`config.mk`:
```
export PLATFORM = sky130hd
export DESIGN_NAME = oag_operand_address_generator
export DESIGN_NICKNAME = d
export VERILOG_FILES = /design/src/pkg/oag_pkg.sv /design/src/oag_operand_address_generator.sv /design/src/oag_bank_mux.sv
export SDC_FILE = /design/constraint.sdc
export NUM_CORES = 1
export LEC_CHECK = 0
export ABC_CLOCK_PERIOD_IN_PS = 5100
export BUFFER_PORTS_ARGS = -buffer_cell sky130_fd_sc_hd__buf_2
export CORE_AREA = 2 2 100 102
export CTS_BUF_LIST = sky130_fd_sc_hd__clkbuf_8
export CTS_CLUSTER_DIAMETER = 200
export DETAILED_ROUTE_END_ITERATION = 10
export DIE_AREA = 0 0 102 104
export PLACE_DENSITY_LB_ADDON = 0.25
export SYNTH_ARGS = -nofsm -noshare
export SYNTH_HDL_FRONTEND = slang
export SYNTH_HIERARCHICAL = 1
export SYNTH_SLANG_ARGS = --single-unit
export TNS_END_PERCENT = 10
```
`constraint.sdc`:
```
create_clock -name core_clk -period 5.1 [get_ports core_clk]
set_input_delay 0.765 -clock core_clk [delete_from_list [all_inputs] [get_ports core_clk]]
set_output_delay 0.765 -clock core_clk [all_outputs]
set_load 0.01 [all_outputs]
```
`src/pkg/oag_pkg.sv`:
```
// operand address generator: shared constants, modes and carriers
// assumes a single 50 MHz core clock domain and a 16-bit data space
package oag_pkg;

    localparam logic [15:0] SADDR_BASE   = 16'hFE20;
    localparam logic [15:0] SADDR_TOP    = 16'hFF1F;
    localparam logic [7:0]  SADDR_SPLIT  = 8'h20;
    localparam logic [6:0]  SADDR_HIGH   = 7'h7F;
    localparam int          SADDR_BIT8   = 8;
    localparam logic [15:0] SFR_LOW_LO   = 16'hFF00;
    localparam logic [15:0] SFR_LOW_HI   = 16'hFFCF;
    localparam logic [15:0] SFR_HIGH_LO  = 16'hFFE0;
    localparam logic [7:0]  SFR_PAGE     = 8'hFF;
    localparam logic [15:0] SRAM_LO      = 16'hFE20;
    localparam logic [15:0] SRAM_HI      = 16'hFEFF;
    localparam logic [7:0]  OP_LOAD_SECOND   = 8'h0B;
    localparam logic [7:0]  OP_LOAD_BASE_IDX = 8'hAB;
    localparam logic [15:0] ADDR_RESET   = 16'h0000;
    localparam int          CLK_MHZ      = 50;
    localparam int          CLK_PERIOD_NS = 1000 / CLK_MHZ;

    typedef enum logic [3:0] {
        OAG_MODE_NONE,
        OAG_MODE_SHORT,
        OAG_MODE_SFR,
        OAG_MODE_IND_SECOND,
        OAG_MODE_IND_BASE,
        OAG_MODE_BASED,
        OAG_MODE_IDX_B,
        OAG_MODE_IDX_C,
        OAG_MODE_STACK
    } oag_mode_e;

    typedef enum logic [1:0] {
        OAG_REGION_OTHER,
        OAG_REGION_SRAM,
        OAG_REGION_SFR
    } oag_region_e;

    // decoded request from the instruction decoder
    typedef struct packed {
        logic        valid;
        oag_mode_e   mode;
        logic [7:0]  imm;
        logic        word;
    } oag_req_s;

    // register file view of the selected bank and the stack pointer
    typedef struct packed {
        logic [15:0] second_pointer_pair;
        logic [15:0] base_pair;
        logic [7:0]  idx_b;
        logic [7:0]  idx_c;
        logic [15:0] stack_pointer;
    } oag_regs_s;

    // answer to the memory and register-space bus
    typedef struct packed {
        logic        valid;
        logic [15:0] addr;
        logic        word;
        logic        misaligned;
        logic        out_of_window;
        oag_region_e region;
    } oag_rsp_s;

endpackage

```
`src/oag_operand_address_generator.sv`:
```
// operand effective-address generator, one registered stage
// assumes the decoder gives a mode, immediate and the bank register file
// Notes on behaviour
// - short direct maps the immediate byte into the FE20H..FF1FH window
// - address bit 8 clear for byte 20H..FFH, set for 00H..1FH
// - 16-bit short direct operand uses an even address and the next one
// - sfr mode reaches FF00H..FFCFH and FFE0H..FFFFH by immediate byte; FFD0H..FFDFH is still formed here, flagged out_of_window
// - sfrs at FF00H..FF1FH also reachable through short direct
// - 16-bit sfr operand is even addressed, word spans even and odd
// - register indirect uses second pointer pair or base pair of bank
// - opcode 0BH loads accumulator via second pointer pair
// - based mode adds zero-extended offset to base pair, carry dropped
// - based indexed adds zero-extended b or c to base pair, wraps
// - opcode ABH loads accumulator from base pair plus first index
// - indirect, based and indexed reach the whole 64 KB space
// - stack accesses address through the stack pointer automatically
// - stack accesses target internal high-speed ram only; not confined here, others raise stack_fault
// - window FE20H..FEFFH is ram, FF00H..FF1FH is sfr
`timescale 1ns/1ps
module oag_operand_address_generator #(
    parameter int BANKS = 4
) (
    input  wire logic                     core_clk,
    input  wire logic                     rst,
    input  wire logic                     bank_select_low,
    input  wire logic                     bank_select_high,
    input       oag_pkg::oag_req_s        req,
    input  wire logic [7:0]               opcode,
    input  wire logic                     opcode_valid,
    input  wire logic [BANKS-1:0][15:0]   bank_second,
    input  wire logic [BANKS-1:0][15:0]   bank_base,
    input  wire logic [BANKS-1:0][15:0]   bank_bc,
    input  wire logic [15:0]              stack_pointer,
    output      oag_pkg::oag_rsp_s        rsp,
    output      logic                     stack_fault
);
    oag_pkg::oag_regs_s  regs;
    oag_pkg::oag_rsp_s   rsp_d;
    oag_pkg::oag_rsp_s   rsp_q;
    oag_pkg::oag_mode_e  mode;
    logic                stack_fault_d;
    logic                stack_fault_q;
    logic [15:0]         ea;
    logic                bit8;

    oag_bank_mux #(
        .BANKS         (BANKS)
    ) oag_bank_mux_i (
        .bank_sel      ({bank_select_high, bank_select_low}),
        .bank_second   (bank_second),
        .bank_base     (bank_base),
        .bank_bc       (bank_bc),
        .stack_pointer (stack_pointer),
        .regs          (regs)
    );

    // fixed opcodes decoded here override the decoder's mode
    always_comb
    begin
        mode = req.mode;
        if (opcode_valid && opcode == oag_pkg::OP_LOAD_SECOND)
        begin
            mode = oag_pkg::OAG_MODE_IND_SECOND;
        end
        else if (opcode_valid && opcode == oag_pkg::OP_LOAD_BASE_IDX)
        begin
            mode = oag_pkg::OAG_MODE_IDX_B;
        end
    end

    assign bit8 = (req.imm < oag_pkg::SADDR_SPLIT);

    always_comb
    begin
        case (mode)
            oag_pkg::OAG_MODE_SHORT:
                ea = {oag_pkg::SADDR_HIGH, bit8, req.imm};
            oag_pkg::OAG_MODE_SFR:
                ea = {oag_pkg::SFR_PAGE, req.imm};
            oag_pkg::OAG_MODE_IND_SECOND:
                ea = regs.second_pointer_pair;
            oag_pkg::OAG_MODE_IND_BASE:
                ea = regs.base_pair;
            oag_pkg::OAG_MODE_BASED:
                ea = 16'(regs.base_pair + {8'h00, req.imm});
            oag_pkg::OAG_MODE_IDX_B:
                ea = 16'(regs.base_pair + {8'h00, regs.idx_b});
            oag_pkg::OAG_MODE_IDX_C:
                ea = 16'(regs.base_pair + {8'h00, regs.idx_c});
            oag_pkg::OAG_MODE_STACK:
                ea = regs.stack_pointer;
            default:
                ea = oag_pkg::ADDR_RESET;
        endcase
    end

    function automatic oag_pkg::oag_region_e region_of(input logic [15:0] a);
        if (a >= oag_pkg::SRAM_LO && a <= oag_pkg::SRAM_HI)
            return oag_pkg::OAG_REGION_SRAM;
        else if ((a >= oag_pkg::SFR_LOW_LO && a <= oag_pkg::SFR_LOW_HI) ||
                 a >= oag_pkg::SFR_HIGH_LO)
            return oag_pkg::OAG_REGION_SFR;
        else
            return oag_pkg::OAG_REGION_OTHER;
    endfunction

    always_comb
    begin
        rsp_d.valid  = req.valid || opcode_valid;
        rsp_d.addr   = ea;
        rsp_d.word   = req.word;
        rsp_d.region = region_of(ea);
        // short direct and sfr word operands must name an even address; flagged, not altered
        rsp_d.misaligned = req.word && ea[0] &&
            (mode == oag_pkg::OAG_MODE_SHORT ||
             mode == oag_pkg::OAG_MODE_SFR);
        rsp_d.out_of_window = (mode == oag_pkg::OAG_MODE_SFR) &&
            (ea > oag_pkg::SFR_LOW_HI && ea < oag_pkg::SFR_HIGH_LO);
        stack_fault_d = (mode == oag_pkg::OAG_MODE_STACK) && rsp_d.valid &&
            (rsp_d.region != oag_pkg::OAG_REGION_SRAM);
    end

    always_ff @(posedge core_clk)
    begin
        if (rst)
        begin
            rsp_q <= '0;
        end
        else
        begin
            rsp_q <= rsp_d;
        end
    end

    always_ff @(posedge core_clk)
    begin
        if (rst)
        begin
            stack_fault_q <= 1'b0;
        end
        else
        begin
            stack_fault_q <= stack_fault_d;
        end
    end

    assign rsp         = rsp_q;
    assign stack_fault = stack_fault_q;
endmodule // oag_operand_address_generator

```
`src/oag_bank_mux.sv`:
```
// register bank view selector
// assumes a flat array of four banks, each holding the pair registers
`timescale 1ns/1ps
module oag_bank_mux #(
    parameter int BANKS = 4
) (
    input  wire logic [1:0]                       bank_sel,
    input  wire logic [BANKS-1:0][15:0]           bank_second,
    input  wire logic [BANKS-1:0][15:0]           bank_base,
    input  wire logic [BANKS-1:0][15:0]           bank_bc,
    input  wire logic [15:0]                      stack_pointer,
    output      oag_pkg::oag_regs_s               regs
);
    always_comb
    begin
        regs.second_pointer_pair = bank_second[bank_sel];
        regs.base_pair           = bank_base[bank_sel];
        regs.idx_b               = bank_bc[bank_sel][15:8];
        regs.idx_c               = bank_bc[bank_sel][7:0];
        regs.stack_pointer       = stack_pointer;
    end
endmodule // oag_bank_mux

```
; ---- Yosys cells after proc, flatten, opt, wreduce, memory -nomap -nowiden
; Index checks and enable logic that the tools add are counted.
; Widths: inputs -> output; s select.
[totals]
input_bits = 235
ff_bits = 23
[op_classes]
add_sub_neg = 3
muxes = 11
magnitude_cmp = 9
n_reduce_logical = 13
eq_ne = 11
[op_table]
columns = operator, n
row1 = $pmux 16 s8, 1
row2 = $bmux 16 s2, 3
row3 = $add 16x8->16, 3
row4 = $ge 16x16->1 const B, 3
row5 = $mux 16, 3
row6 = $le 16x16->1 const B, 2
row7 = $eq 4x3->1 const B, 4
row8 = $gt 16x16->1 const B, 1
row9 = $lt 16x16->1 const B, 1
row10 = $logic_and 1x1->1, 10
row11 = $eq 4x2->1 const B, 2
row12 = $eq 8x4->1 const B, 1
row13 = $eq 8x8->1 const B, 1
row14 = $lt 8x6->1 const B, 1
row15 = $mux 4, 2
row16 = $eq 4x1->1 const B, 1
row17 = $eq 4x4->1 const B, 1
row18 = $mux 2, 2
row19 = $logic_or 1x1->1, 3
row20 = $lt 2x3->1 const B, 1
row21 = $ne 2x1->1 const B, 1

; ---- Longest topological paths before layout
[logic_depth]
ltp_word = 13
depth_mapped = 21
mapped_depth_nobuf = 21

; ---- By module
; Netlist, hierarchy kept.
[modules_own_cells]
columns = mod, cells_each, seq_area_each_um2, area_each_um2, instances
row1 = oag_operand_address_generator, 237, 460.4, 1901.8, 1
row2 = oag_bank_mux, 74, 0.0, 1272.5, 1

; ---- Worst setup path before layout
; OpenSTA, ideal clock, no wires.
[synth_timing]
path_kind = input port to flip-flop
from = in opcode[6]
to = reg rsp_q (netlist bit rsp[2])
arrival_ps = 4226
slack_ps = 787
n_path_buf = 0
required_ps = 5013
setup_time_ps = 87
cell_stages = 16
cell_sequence = or3b_4 -> nor3_2 -> o31ai_1 -> nor2_1 -> nand2_1 -> nand2_1 -> ha_1 -> inv_1 -> fa_1 -> nand3b_1 -> nand2_1 -> a31oi_1 -> xor2_1 -> o311a_1 -> or4b_1 -> nor4b_2
[synth_via]
elab_chain_len = 9
[synth_lines]
columns = element, line_no
row1 = start: declaration, oag_operand_address_generator.sv:28  ; input wire logic [7:0] opcode,
row2 = $eq 8x8->1, oag_operand_address_generator.sv:65  ; else if (opcode_valid && opcode == oag_pkg::OP_LOAD_BASE_IDX)
row3 = $logic_and 1x1->1, oag_operand_address_generator.sv:65
row4 = $mux 4, oag_operand_address_generator.sv:65
row5 = $mux 4 *, oag_operand_address_generator.sv:61  ; if (opcode_valid && opcode == oag_pkg::OP_LOAD_SECOND)
row6 = $eq 4x4->1 (tied with other cells), oag_operand_address_generator.sv:75  ; case (mode)
row7 = $pmux 16 s8, oag_operand_address_generator.sv:75
row8 = $gt 16x16->1 or $lt 16x16->1 (tied branches), oag_operand_address_generator.sv:118  ; (ea > oag_pkg::SFR_LOW_HI && ea < oag_pkg::SFR_HIGH_LO);
row9 = $logic_and 1x1->1, oag_operand_address_generator.sv:118
row10 = $logic_and 1x1->1 *, oag_operand_address_generator.sv:117  ; rsp_d.out_of_window = (mode == oag_pkg::OAG_MODE_SFR) &&
row11 = end signal: assignment, oag_operand_address_generator.sv:131  ; rsp_q <= rsp_d;
row12 = end: declaration, oag_operand_address_generator.sv:39  ; oag_pkg::oag_rsp_s rsp_q;
; Every way passes the cells marked *; elsewhere a longest branch is shown, timed or not.
; A chain may end at the register's enable or synchronous reset.

; ---- Worst setup path in the final report
[layout_timing]
from = in opcode[2]
to = reg stack_fault_q (netlist: stack_fault)
[layout_via]
elab_chain_len = 13
[layout_lines]
columns = element, line_no
row1 = $eq 8x8->1, oag_operand_address_generator.sv:65
row2 = $logic_and 1x1->1, oag_operand_address_generator.sv:65
row3 = $mux 4, oag_operand_address_generator.sv:65
row4 = $mux 4 *, oag_operand_address_generator.sv:61
row5 = $eq 4x4->1 (tied with other cells), "oag_operand_address_generator.sv:75, oag_operand_address_generator.sv:119"
row6 = $pmux 16 s8, oag_operand_address_generator.sv:75
row7 = $ge 16x16->1 or $le 16x16->1 (tied branches), oag_operand_address_generator.sv:100  ; else if ((a >= oag_pkg::SFR_LOW_LO && a <= oag_pkg::SFR_LOW_HI) ||
row8 = $logic_and 1x1->1, oag_operand_address_generator.sv:100
row9 = $logic_or 1x1->1, oag_operand_address_generator.sv:100
row10 = $mux 2, oag_operand_address_generator.sv:100
row11 = $mux 2, oag_operand_address_generator.sv:98  ; if (a >= oag_pkg::SRAM_LO && a <= oag_pkg::SRAM_HI)
row12 = $ne 2x1->1, oag_operand_address_generator.sv:120  ; (rsp_d.region != oag_pkg::OAG_REGION_SRAM);
row13 = $logic_and 1x1->1 *, oag_operand_address_generator.sv:119  ; stack_fault_d = (mode == oag_pkg::OAG_MODE_STACK) && rsp_d.valid &&
row14 = end signal: assignment, oag_operand_address_generator.sv:143  ; stack_fault_q <= stack_fault_d;
row15 = end: declaration, oag_operand_address_generator.sv:42  ; logic stack_fault_q;
; Marked as above.

==> results.toml <==
[synth]
syn_area_sq_um = 3174
synth_cells = 311
synthArstFlopShare_pct = 0
syn_nets = 558
ys_warn_count = 6
avgSynthCellArea_sq_um = 10.21
ys_ff_latch = 23
seq_area_frac_synth_pct = 14.51
synth_enable_flop_cells = 0
synth_flop_cell = "dfxtp_1"
ys_types = 58

[flow_run]
cap_violations = 0

[timing]
setup_viol = 0
fin_setup_tns_ps = 0
grt_setup_unrepaired = "no"
tightestPinTransition_ps = 793.8
slew_viol_final = 0
period_share_pct = 87.10
final_hold_viol_count = 0
hold_slack_ps = 708.3
maxSlewHeadroom_pct = 46.50
period_minus_slack_ps = 4442
fmax_ghz = 0.2251

[clock_tree]
htreeDepth = 1
root_buffer = "clkbuf_8"
hold_buffers = 0
cts_tree = "done"
clockBufferDepth = 2
clk_pin_slew_ps = 80
cts_buffers = 3
cts.sinks = 23

[critical_path]
crit_required_ps = 5260
path_class = "input pin to register"
crit_fanout = 9
cp_slowest_stage_delay_ps = 400
critPathTopFamily = "simple AND/OR/NAND/NOR gates"
crit_arrival_ps = 4600
critPathLaunchType = "input pin"
end_kind = "register"
worst-path-buf-inv = 3
slowest_stage = "nor3_2"
cp_cell_sequence = "buf_2 -> nand4b_1 -> nor3_2 -> o31ai_2 -> nor2_1 -> buf_4 -> nand2_1 -> nand2_1 -> ha_1 -> inv_1 -> fa_1 -> nand3b_1 -> a21oi_1 -> o21ai_2 -> nor2_1 -> xnor2_1 -> o21ai_0 -> nand4b_1 -> or3_1 -> and3_1"

[floorplanning]
fp.dieH_um = 104
die_w_um = 102
core_area_sq_um = 9549
die_area_sq_um = 10610
io_pins = 258
rows = 36
start_util_pct = 33.24

[drt]
vias_per_cell = 5.245
remaining_drc_errors = 0
dr.pass1.iters = 5
drt-total-wl_mm = 11.99
drt_iter0_drc = 245
wl_per_cell_um = 17.58
route.vias.total = 3577
ant_nets = 0

[placed_design]
globalplace.congestion = 0.9012
port_buffers = 257
hpwl_mm = 10.54
dpl.cell_count = 678

[finish]
layout-drive-gt1-share_pct = 61.20
syn_to_final_growth_pct = 42.69
final_cell_mix = "buf_2 (256), mux4_2 (48), nand2_1 (38), dfxtp_1 (23), a21oi_1 (18)"
finalNonFillerCells = 682
fill_cells = 968
antenna_cells = 0
nNetsFinal = 797
final_common_cell = "buf_2"

[global_route]
grt_pass1_vias = 3807
antenna_found_initial = 2
grt_usage_pct = 22.51
grt_overflow_total = 0
grt_pass1_wl_mm = 19.07
grt_max_degree = 27

[power]
power.density_nw_per_um2 = 153.5
p_leak_nw = 2.111
fin_total_pwr_mw = 0.6954
ir_worst_vdd_uv = 73.11

[run_status]
status = "complete, no violations"

[min_path]
hold_class = "input pin to register"
-- report_power, final --
group	switching [mW]	total, mW	internal (mW)
sequential	0.00203	0.190	0.188
combinational	0.188	0.395	0.207
clock	0.0558	0.110	0.0544
total	0.246	0.695	0.449
-- cell usage after synthesis, types with 2 or more instances --
master / n / area share (%)
a21oi_1: 18 / 2.8
buf_4: 19 / 4.5
buf_2: 5 / 0.79
dfxtp_1: 23 / 15
xor2_1: 4 / 1.1
nand4b_1: 2 / 0.55
o211ai_1: 2 / 0.47
nor2b_1: 11 / 2.2
nand4_1: 3 / 0.59
nor3_2: 3 / 0.95
buf_6: 3 / 1.1
xnor2_1: 8 / 2.2
a22oi_1: 7 / 1.7
inv_1: 6 / 0.71
nand2b_1: 3 / 0.59
o21a_1: 2 / 0.47
nor3_1: 3 / 0.47
nand2_1: 38 / 4.5
a221oi_1: 9 / 2.5
and3_1: 5 / 0.99
o21ai_0: 12 / 1.9
clkbuf_1: 4 / 0.47
ha_1: 11 / 4.3
nand3_1: 6 / 0.95
mux4_2: 48 / 34
a222oi_1: 7 / 2.2
and2_1: 2 / 0.39
nor2_1: 17 / 2.0
-- worst paths after layout --
| path | startpoint | endpoint | slack [ps] | depth (start not counted) |
|---|---|---|---|---|
| min | rst | rsp[0] | 710 | 2 |
| max | opcode[2] | stack_fault | 660 | 20 |
-- layer usage --
layer / vias to the layer above / part of all wire, % / routed length (um) / GRT usage (%)
li1: 1711 / - / - / -
met4: 2 / 0.93 / 112 / 3.905
met5: - / 0.11 / 13 / 0
met2: 176 / 51 / 6166 / 40.27
met3: 12 / 8.3 / 989 / 4.503
met1: 1676 / 39 / 4704 / 27.97
-- sequential cells by signal (all words and copies together), names as in the netlist --
signal,cells
stack_fault,1
rsp,22
-- per-stage QoR --
step | utilization, % | setup WS, ps | instance area [sq um]
6_report | 47.43 | 658.1 | 4529
5_1_grt | 47.43 | 262.7 | 4529
4_1_cts | 47.33 | 368.5 | 4519
3_5_place_dp | 46.84 | 93.09 | 4473
3_3_place_gp | 46.84 | 237.0 | 4473
2_1_floorplan | - | 786.7 | 3174
-- what timing repair did --
action                     in CTS  in global routing
gates resized for setup         0                  2
setup endpoints to repair       0                  2
setup buffers                   0                  0
-- cell families (layout without fill, tap and decap cells) --
logic type	Yosys count	after routing	synth area share, %
simple gates	103	103	17.11
compound gates	74	74	17.70
mux	49	49	34.37
buf+inv	37	275	7.528
flops	23	23	14.51
xor+xnor	13	13	3.824
fa+ha+maj	12	12	4.966
-- area by class of cell --
class | instances | area (sq um) | area share (%)
clock buffer | 3 | 41.29 | 0.9116
multi-input combinational | 251 | 2485 | 54.86
inverter | 6 | 22.52 | 0.4972
timing repair buffer | 265 | 1349 | 29.78
sequential | 23 | 460.4 | 10.17
clock inverter | 1 | 5.005 | 0.1105
tap | 133 | 166.4 | 3.674
Power figures use the tool's default switching activity.
